File: config.mk
export PLATFORM = sky130hd
export DESIGN_NAME = tsrf_framer
export DESIGN_NICKNAME = d
export VERILOG_FILES = /design/src/rtl/tsrf_pkg.sv /design/src/rtl/tsrf_fifo.sv /design/src/rtl/tsrf_posavg.sv /design/src/rtl/tsrf_framer.sv
export VERILOG_INCLUDE_DIRS = /design/src /design/src/rtl
export SDC_FILE = /design/constraint.sdc
export NUM_CORES = 2
export LEC_CHECK = 0
export BUFFER_PORTS_ARGS = -buffer_cell sky130_fd_sc_hd__buf_2
export CAP_MARGIN = 20
export CORE_MARGIN = 8
export CORE_UTILIZATION = 52
export CTS_CLUSTER_DIAMETER = 60
export DETAILED_ROUTE_END_ITERATION = 16
export PLACE_DENSITY = 0.86
export SLEW_MARGIN = 20
export SYNTH_ARGS = -nofsm -noshare
export SYNTH_HDL_FRONTEND = slang
export SYNTH_SLANG_ARGS = --single-unit
export TNS_END_PERCENT = 20
File: constraint.sdc
create_clock -name CLK_I -period 32.4 [get_ports CLK_I]
set_input_delay 6.48 -clock CLK_I [delete_from_list [all_inputs] [get_ports CLK_I]]
set_output_delay 6.48 -clock CLK_I [all_outputs]
set_load 0.05 [all_outputs]
File: src/rtl/tsrf_regs.svh
// constants for the supplemental timing report framer
`ifndef TSRF_REGS_SVH
`define TSRF_REGS_SVH
`define TSRF_SUBCODE 8'hAC
`define TSRF_LEN 7'd68
`define TSRF_LAST 7'd67
`define TSRF_SURVEY_DONE 8'h64
`define TSRF_OFF_MODE 7'd1
`define TSRF_OFF_PROG 7'd3
`define TSRF_OFF_ALARM 7'd10
`define TSRF_OFF_DEC 7'd12
`define TSRF_OFF_BIAS 7'd16
`define TSRF_OFF_RATE 7'd20
`define TSRF_OFF_LAT 7'd36
`define TSRF_OFF_LON 7'd44
`define TSRF_OFF_ALT 7'd52
`define TSRF_OFF_QERR 7'd60
`define TSRF_OFF_PPS 7'd64
`define TSRF_AL_OPEN 1
`define TSRF_AL_SHORT 2
`define TSRF_AL_NOSV 3
`define TSRF_AL_SURVEY 5
`define TSRF_AL_NOPOS 6
`define TSRF_AL_LEAP 7
`define TSRF_AL_TEST 8
`define TSRF_AL_POSBAD 9
`define TSRF_AL_SEG 10
`define TSRF_AL_ALM 11
`define TSRF_SEG_MASK 16'h1FFC
`define TSRF_GAP_NS 1000
`define TSRF_CLK_NS 50
`define TSRF_GAP_CYC ((`TSRF_GAP_NS + `TSRF_CLK_NS - 1) / `TSRF_CLK_NS)
`endif

File: src/rtl/tsrf_pkg.sv
// types for the supplemental timing report framer
package tsrf_pkg;
  typedef enum logic [2:0] {
    MODE_AUTO = 3'h0, MODE_SINGLE = 3'h1, MODE_2D = 3'h3, MODE_3D = 3'h4,
    MODE_DREF = 3'h5, MODE_HOLD2D = 3'h6, MODE_OVERDET = 3'h7
  } tsrf_mode_e;
  typedef struct packed {
    logic [63:0] lat;
    logic [63:0] lon;
    logic [63:0] alt;
  } tsrf_pos_s;
  typedef struct packed {
    logic ant_open;
    logic ant_short;
    logic no_usable_sv;
    logic survey_active;
    logic no_stored_pos;
    logic leap_pending;
    logic test_mode;
    logic pos_suspect;
    logic almanac_bad;
  } tsrf_alarm_s;
  typedef struct packed {
    logic [7:0] decode_status;
    logic [31:0] bias;
    logic [31:0] bias_rate;
    logic [31:0] qerr;
    logic pps_generated;
  } tsrf_timing_s;
  typedef logic [7:0] tsrf_byte_t;
endpackage

File: src/rtl/tsrf_fifo.sv
// byte fifo between report assembly and the serial transport
`timescale 1ns/1ps
`default_nettype none
module tsrf_fifo #(
  parameter int WIDTH = 8,
  parameter int DEPTH = 16
) (
  input wire logic clk,
  input wire logic rst,
  input wire logic [WIDTH-1:0] in_data,
  input wire logic in_valid,
  output logic in_ready,
  output logic [WIDTH-1:0] out_data,
  output logic out_valid,
  input wire logic out_ready
);
  localparam int AW = $clog2(DEPTH);
  logic [WIDTH-1:0] mem [DEPTH];
  logic [AW-1:0] wr_ptr;
  logic [AW-1:0] rd_ptr;
  logic [AW:0] count;
  logic push;
  logic pop;

  assign in_ready = (count != (AW+1)'(DEPTH));
  assign out_valid = (count != '0);
  assign out_data = mem[rd_ptr];
  assign push = in_valid && in_ready;
  assign pop = out_valid && out_ready;

  always_ff @(posedge clk) begin
    if (push) begin
      mem[wr_ptr] <= in_data;
    end
  end

  always_ff @(posedge clk or posedge rst) begin
    if (rst) begin
      wr_ptr <= '0;
      rd_ptr <= '0;
      count <= '0;
    end else begin
      if (push) begin
        wr_ptr <= (wr_ptr == AW'(DEPTH - 1)) ? '0 : wr_ptr + 1'b1;
      end
      if (pop) begin
        rd_ptr <= (rd_ptr == AW'(DEPTH - 1)) ? '0 : rd_ptr + 1'b1;
      end
      count <= count + (AW+1)'(push) - (AW+1)'(pop);
    end
  end
endmodule
`default_nettype wire

File: src/rtl/tsrf_posavg.sv
// running average of position fixes during a self-survey
`timescale 1ns/1ps
`default_nettype none
module tsrf_posavg (
  input wire logic clk,
  input wire logic rst,
  input wire logic start,
  input wire logic fix_valid,
  input wire tsrf_pkg::tsrf_pos_s fix,
  input wire tsrf_pkg::tsrf_pos_s avg_in,
  output tsrf_pkg::tsrf_pos_s avg
);
  // averaging of doubles is done upstream; this holds the latest
  // running average delivered with each surveyed fix, or the fix itself when start is high
  always_ff @(posedge clk or posedge rst) begin
    if (rst) begin
      avg <= '0;
    end else if (start) begin
      avg <= fix;
    end else if (fix_valid) begin
      avg <= avg_in;
    end
  end
endmodule
`default_nettype wire

File: src/rtl/tsrf_framer.sv
// supplemental timing report framer top level
`timescale 1ns/1ps
`default_nettype none
`include "tsrf_regs.svh"
module tsrf_framer #(
  parameter int FIFO_DEPTH = 16,
  parameter int GAP_CYC = `TSRF_GAP_CYC
) (
  // clock and reset
  input wire logic CLK_I,
  input wire logic SYS_RST_I,
  // triggers
  input wire logic OUT_ENABLE_I,
  input wire logic PRIMARY_DONE_I,
  input wire logic POLL_I,
  // configuration and status
  input wire tsrf_pkg::tsrf_mode_e MODE_I,
  input wire logic [7:0] SURVEY_PROGRESS_I,
  input wire logic SURVEY_ACTIVE_I,
  input wire tsrf_pkg::tsrf_alarm_s ALARM_I,
  input wire logic [15:0] SEG_STATUS_I,
  input wire logic SEG_CORRUPT_SET_I,
  input wire logic SEG_QUERY_I,
  input wire tsrf_pkg::tsrf_timing_s TIMING_I,
  // positions
  input wire logic FIX_VALID_I,
  input wire tsrf_pkg::tsrf_pos_s FIX_POS_I,
  input wire tsrf_pkg::tsrf_pos_s SURVEY_AVG_I,
  input wire tsrf_pkg::tsrf_pos_s TIMING_POS_I,
  // byte stream out
  output logic [7:0] TX_DATA_O,
  output logic TX_VALID_O,
  input wire logic TX_READY_I,
  // status
  output logic BUSY_O,
  output logic SEG_ALARM_O
);
  typedef enum logic [1:0] {ST_IDLE, ST_WAIT, ST_SEND} tsrf_state_e;
  tsrf_state_e state;
  logic auto_pend;
  logic poll_pend;
  logic [15:0] gap_cnt;
  logic [6:0] idx;
  logic seg_alarm;
  tsrf_pkg::tsrf_pos_s prev_fix;
  tsrf_pkg::tsrf_pos_s last_fix;
  tsrf_pkg::tsrf_pos_s avg_pos;
  tsrf_pkg::tsrf_pos_s snap_pos;
  tsrf_pkg::tsrf_timing_s snap_tim;
  logic [15:0] snap_alarm;
  logic [7:0] snap_mode;
  logic [7:0] snap_prog;
  logic [543:0] frame;
  tsrf_pkg::tsrf_byte_t cur_byte;
  logic fifo_ready;
  logic fifo_valid;
  logic [7:0] fifo_data;
  logic push;
  logic start_frame;
  logic survey_run;
  logic time_only;
  logic [15:0] alarm_word;
  tsrf_pkg::tsrf_pos_s next_pos;

  // --- pending requests
  // ============================================================
  // trigger capture
  always_ff @(posedge CLK_I or posedge SYS_RST_I) begin
    if (SYS_RST_I) begin
      auto_pend <= 1'b0;
      poll_pend <= 1'b0;
    end else begin
      if (PRIMARY_DONE_I && OUT_ENABLE_I) begin
        auto_pend <= 1'b1;
      end else if (start_frame && !poll_pend) begin
        auto_pend <= 1'b0;
      end
      if (POLL_I) begin
        poll_pend <= 1'b1;
      end else if (start_frame) begin
        poll_pend <= 1'b0;
      end
    end
  end

  // ============================================================
  // sequencing
  assign start_frame = (state == ST_IDLE) && (poll_pend ||
    (auto_pend && gap_cnt == 16'(GAP_CYC)));
  assign push = (state == ST_SEND) && fifo_ready;

  always_ff @(posedge CLK_I or posedge SYS_RST_I) begin
    if (SYS_RST_I) begin
      gap_cnt <= '0;
    end else if (PRIMARY_DONE_I) begin
      gap_cnt <= '0;
    end else if (gap_cnt != 16'(GAP_CYC)) begin
      gap_cnt <= gap_cnt + 16'h0001;
    end
  end

  always_ff @(posedge CLK_I or posedge SYS_RST_I) begin
    if (SYS_RST_I) begin
      state <= ST_IDLE;
      idx <= '0;
    end else begin
      unique case (state)
        ST_IDLE: begin
          idx <= '0;
          if (start_frame) begin
            state <= ST_SEND;
          end
        end
        ST_WAIT: begin
          state <= ST_IDLE;
        end
        ST_SEND: begin
          if (push) begin
            if (idx == `TSRF_LAST) begin
              state <= ST_WAIT;
            end
            idx <= idx + 7'd1;
          end
        end
      endcase
    end
  end

  // ============================================================
  // position selection
  tsrf_posavg u_avg (
    .clk(CLK_I),
    .rst(SYS_RST_I),
    .start(SURVEY_ACTIVE_I && SURVEY_PROGRESS_I == 8'h00 && FIX_VALID_I),
    .fix_valid(FIX_VALID_I && SURVEY_ACTIVE_I),
    .fix(FIX_POS_I),
    .avg_in(SURVEY_AVG_I),
    .avg(avg_pos)
  );

  always_ff @(posedge CLK_I or posedge SYS_RST_I) begin
    if (SYS_RST_I) begin
      last_fix <= '0;
      prev_fix <= '0;
    end else if (FIX_VALID_I) begin
      last_fix <= FIX_POS_I;
    end else if (PRIMARY_DONE_I) begin
      prev_fix <= last_fix;
    end
  end

  assign survey_run = SURVEY_ACTIVE_I &&
    (SURVEY_PROGRESS_I < `TSRF_SURVEY_DONE);
  assign time_only = (MODE_I == tsrf_pkg::MODE_SINGLE) ||
    (MODE_I == tsrf_pkg::MODE_HOLD2D) ||
    (MODE_I == tsrf_pkg::MODE_OVERDET);

  always_comb begin
    if (survey_run) begin
      next_pos = avg_pos;
    end else if (time_only || SURVEY_ACTIVE_I) begin
      next_pos = TIMING_POS_I;
    end else begin
      next_pos = prev_fix;
    end
  end

  // ============================================================
  // alarms
  always_ff @(posedge CLK_I or posedge SYS_RST_I) begin
    if (SYS_RST_I) begin
      seg_alarm <= 1'b0;
    end else if (SEG_CORRUPT_SET_I &&
                 (SEG_STATUS_I & `TSRF_SEG_MASK) != 16'h0000) begin
      seg_alarm <= 1'b1;
    end else if (SEG_QUERY_I) begin
      seg_alarm <= 1'b0;
    end
  end

  always_comb begin
    alarm_word = 16'h0000;
    alarm_word[`TSRF_AL_OPEN] = ALARM_I.ant_open;
    alarm_word[`TSRF_AL_SHORT] = ALARM_I.ant_short;
    alarm_word[`TSRF_AL_NOSV] = ALARM_I.no_usable_sv;
    alarm_word[`TSRF_AL_SURVEY] = survey_run;
    alarm_word[`TSRF_AL_NOPOS] = ALARM_I.no_stored_pos;
    alarm_word[`TSRF_AL_LEAP] = ALARM_I.leap_pending;
    alarm_word[`TSRF_AL_TEST] = ALARM_I.test_mode;
    alarm_word[`TSRF_AL_POSBAD] = ALARM_I.pos_suspect;
    alarm_word[`TSRF_AL_SEG] = seg_alarm;
    alarm_word[`TSRF_AL_ALM] = ALARM_I.almanac_bad;
  end

  // ============================================================
  // snapshot at frame start so one report is self-consistent
  always_ff @(posedge CLK_I or posedge SYS_RST_I) begin
    if (SYS_RST_I) begin
      snap_pos <= '0;
      snap_tim <= '0;
      snap_alarm <= '0;
      snap_mode <= '0;
      snap_prog <= '0;
    end else if (start_frame) begin
      snap_pos <= next_pos;
      snap_tim <= TIMING_I;
      snap_alarm <= alarm_word;
      snap_mode <= {5'h00, MODE_I};
      snap_prog <= SURVEY_PROGRESS_I;
    end
  end

  // ============================================================
  // frame image, byte 0 in the top bits, fields msb first
  assign frame = {
    `TSRF_SUBCODE, snap_mode, 8'h00, snap_prog,
    48'h0000_0000_0000,
    snap_alarm, snap_tim.decode_status, 24'h00_0000,
    snap_tim.bias, snap_tim.bias_rate,
    96'h0000_0000_0000_0000_0000_0000,
    snap_pos.lat, snap_pos.lon, snap_pos.alt,
    snap_tim.qerr, {7'h00, snap_tim.pps_generated},
    24'h00_0000
  };

  always_comb begin
    cur_byte = frame[543 - 8 * 32'(idx) -: 8];
  end

  // ============================================================
  // output buffer
  tsrf_fifo #(.WIDTH(8), .DEPTH(FIFO_DEPTH)) u_fifo (
    .clk(CLK_I),
    .rst(SYS_RST_I),
    .in_data(cur_byte),
    .in_valid(state == ST_SEND),
    .in_ready(fifo_ready),
    .out_data(fifo_data),
    .out_valid(fifo_valid),
    .out_ready(!TX_VALID_O || TX_READY_I)
  );

  always_ff @(posedge CLK_I or posedge SYS_RST_I) begin
    if (SYS_RST_I) begin
      TX_DATA_O <= 8'h00;
      TX_VALID_O <= 1'b0;
      BUSY_O <= 1'b0;
      SEG_ALARM_O <= 1'b0;
    end else begin
      if (!TX_VALID_O || TX_READY_I) begin
        TX_VALID_O <= fifo_valid;
        TX_DATA_O <= fifo_data;
      end
      BUSY_O <= (state != ST_IDLE) || start_frame;
      SEG_ALARM_O <= seg_alarm;
    end
  end
endmodule
`default_nettype wire

==> summary.md <==
| Metric | Value |
|---|---|
| Result of the run | `complete, no violations` |
| Worst Hold Class | `reg2reg` |
| Nets | `5119` |
| First-pass GRT wire length | `220000 um` |
| DRC Markers | `0` |
| Top_reg_cell synth | `dfrtp_1` |
| HP Start | `seg_alarm` |
| Clk slew on worst S/H paths | `60 ps` |
| Relative slew margins | `0.175` |
| Unique masters post-synth | `69` |
| Startpoint Class | `input port` |
| Netlist Area Pre-Place | `49400 sq um` |
| DR iter-0 viols | `2931` |
| Vias per cell | `5.90` |
| Post-synthesis sequential area ratio | `0.557` |
| H-Tree Depth | `3` |
| Fin Setup TNS | `0 ps` |
| Crit-path cells | `buf_2 -> clkinvlp_4 -> buf_4 -> buf_4 -> buf_4 -> buf_6 -> buf_4 -> buf_16` |
| Num CTS Buffers | `112` |
| Setup violators final | `0` |
| Die width | `324 um` |
| CP startpoint | `SYS_RST_I` |
| Leak | `26.3 nW` |
| Reg2reg setup slack | `27860 ps` |
| Fill cells | `6930` |
| Die height | `324 um` |
| Postcts setup bufs | `0` |
| EDFF count, synth | `128` |
| Area delta synth->final | `17.4%` |
| Yosys synthesis warning count | `0` |
| Fmax achieved | `98.5 MHz` |
| CP most frequent cell | `buf_4` |
| Overflow after GRT | `0` |
| Leading post-synthesis cells by cell area | `dfrtp_1, mux2_2, mux2i_1` |
| Clock Skews | `25.6 ps` |
| Reg2Reg Capture Point | `u_fifo.mem[10][1]` |
| CP arrival | `10990 ps` |
| Layout cells sized above 1 | `0.404` |
| Final Max Tran Viols | `0` |
| CP Class | `in2async` |
| CP max-delay cell | `buf_4` |
| Number of max-cap violations | `0` |
| Slowest Stage Delay on Critical Path | `820 ps` |
| Worst R2R Start | `idx[2]` |
| Detailed Route WL | `149000 um` |
| Top-level port count | `738` |
| R2r worst-path depth | `8` |
| Vias in the first global route | `35842` |
| Std-Cell Rows | `113` |
| Worst Max-Slew Pin Slew | `1240 ps` |
| Pwr Total | `4.92 mW` |
| CTS Hold Bufs | `0` |
| CP top delay family | `buffers and inverters` |
| Endpoints failing hold | `0` |
| Hold path depth | `0` |
| Crit. End Element | `asynchronous set/reset pin` |
| Synth Instances | `3739` |
| Die area | `105000 sq um` |
| Final period util | `0.313` |
| Power Density | `84.8 nW/um^2` |
| Post-synth net total | `4485` |
| Unrepaired setup endpoints after global routing | `false` |
| Maximum vdd drop | `0.0713 mV` |
| Post-synthesis register bit count | `1074` |
| Min Tclk post-route | `10150 ps` |
| Final Cell Area | `58000 sq um` |
| Final ANT Viol Nets | `0` |
| Ys async rst share | `0.881` |
| Clk sinks | `1074` |
| Initial Utilization | `0.522` |
| Syn_area_per_cell | `13.2 sq um` |
| Clock Tree Buf Depth | `3` |
| Placed Instance Area | `54000 sq um` |
| Post-CTS sizing | `0` |
| Hold EP | `SEG_ALARM_O` |
| GRT Util Overall | `0.276` |
| Via count | `33941` |
| Skew-Pair Late Insertion Delay | `700 ps` |
| Largest net degree at the start of global routing | `195` |
| Post-synth top area share | `0.479` |
| Initial antenna violation count | `43` |
| Crit Path Max Fanout | `85` |
| Root buf cell | `clkbuf_16` |
| Cell depth of the worst setup path | `8` |
| Hpwl dp | `104000 um` |
| Port bufs | `731` |
| First-pass DRT Iterations | `5` |
| CP Buf/Inv Count | `8` |
| Required time worst endpoint | `33240 ps` |
| RD Place Congestion | `0.886` |
| Routed len/inst | `25.9 um` |
| Area leader, netlist | `dfrtp_1` |
| Min Hold Slack | `398 ps` |
| CORE AREA | `94600 sq um` |
| CTS tree | `yes` |
routing by layer:
layer / track usage / vias to the layer above / share of wire
li1: - / 14774 / -
met1: 0.356 / 17276 / 0.39
met2: 0.455 / 1480 / 0.49
met3: 0.0543 / 387 / 0.070
met4: 0.121 / 24 / 0.047
met5: 0 / - / 0.0010
report_power, final:
group / switching (mW) / internal [mW] / leakage, nW
registers: 0.242 / 1.78 / 12.1
logic: 0.808 / 0.749 / 12.3
clock network: 0.549 / 0.788 / 1.88
registers in the layout, summed over array words and instances, names as in the netlist, 10 cells and up:
signal / flops
frame: 297
u_avg.avg: 192
gap_cnt: 16
snap_alarm: 10
u_fifo.mem: 128
last_fix: 192
prev_fix: 192
cells by family after synthesis:
kind of cell,Yosys count,share of synthesized area
flops,1074,0.557
mux,1229,0.301
buf+inv,288,0.0261
fa+ha+maj,19,0.00497
xor+xnor,25,0.00443
simple gates,594,0.0508
compound gates,510,0.0555
how the worst max path moves through the flow:
stage | endpoint | slack [ps]
final | frame[37] | 22250
after CTS | prev_fix[41] | 21470
after global routing | prev_fix[44] | 21620
after detailed placement | last_fix[41] | 20720
after global placement | last_fix[41] | 20790
after floorplan | BUSY_O | 12900
Yosys cell counts (all sizes together), types with 8 or more instances:
| cell | count |
|---|---|
| nand4 | 12 |
| a31oi | 14 |
| edfxtp | 128 |
| ha | 18 |
| buf | 104 |
| dfrtp | 946 |
| xor2 | 11 |
| nor3 | 13 |
| nor2 | 436 |
| nand2b | 13 |
| mux4 | 103 |
| mux2i | 409 |
| clkbuf | 155 |
| inv | 28 |
| nand2 | 61 |
| o21ai | 25 |
| nand3 | 16 |
| xnor2 | 14 |
| a21oi | 414 |
| o22ai | 8 |
| mux2 | 717 |
cell usage in the layout (no fill, tap or decap), drive strengths merged, types with 4 or more instances in the layout:
cell type  count
dfrtp        946
buf          777
mux2         717
nor2         436
a21oi        414
mux2i        409
clkbuf       166
edfxtp       128
mux4         103
nand2         61
inv           35
diode         25
o21ai         25
clkinv        22
ha            18
nand3         16
a31oi         14
xnor2         14
nand2b        13
nor3          13
nand4         12
bufinv        11
xor2          11
o22ai          8
nor2b          7
o211ai         6
nor4           5
nor4b          5
nor3b          4
and4           4
a22o           4
and3           4
clkinvlp       4
a211oi         4
through the flow:
stage                util  setup WS (ps)  cells
global placement    0.570          20790   5521
finish              0.613          22250   5756
CTS                 0.611          21470   5728
floorplan               -          12900   3739
detailed placement  0.571          20720   5521
global route        0.613          21620   5748
layout make-up:
| type | instances | area (sq um) | area share |
|---|---|---|---|
| inverter | 29 | 113 | 0.00194 |
| sequential | 1074 | 27500 | 0.475 |
| antenna | 25 | 62.6 | 0.00108 |
| clock inverter | 43 | 591 | 0.0102 |
| clock buffer | 164 | 3260 | 0.0562 |
| multi-input combinational | 2377 | 20700 | 0.357 |
| timing repair buffer | 779 | 4160 | 0.0717 |
| tap | 1265 | 1580 | 0.0273 |
Note: power is estimated with default switching activity, not from simulation.
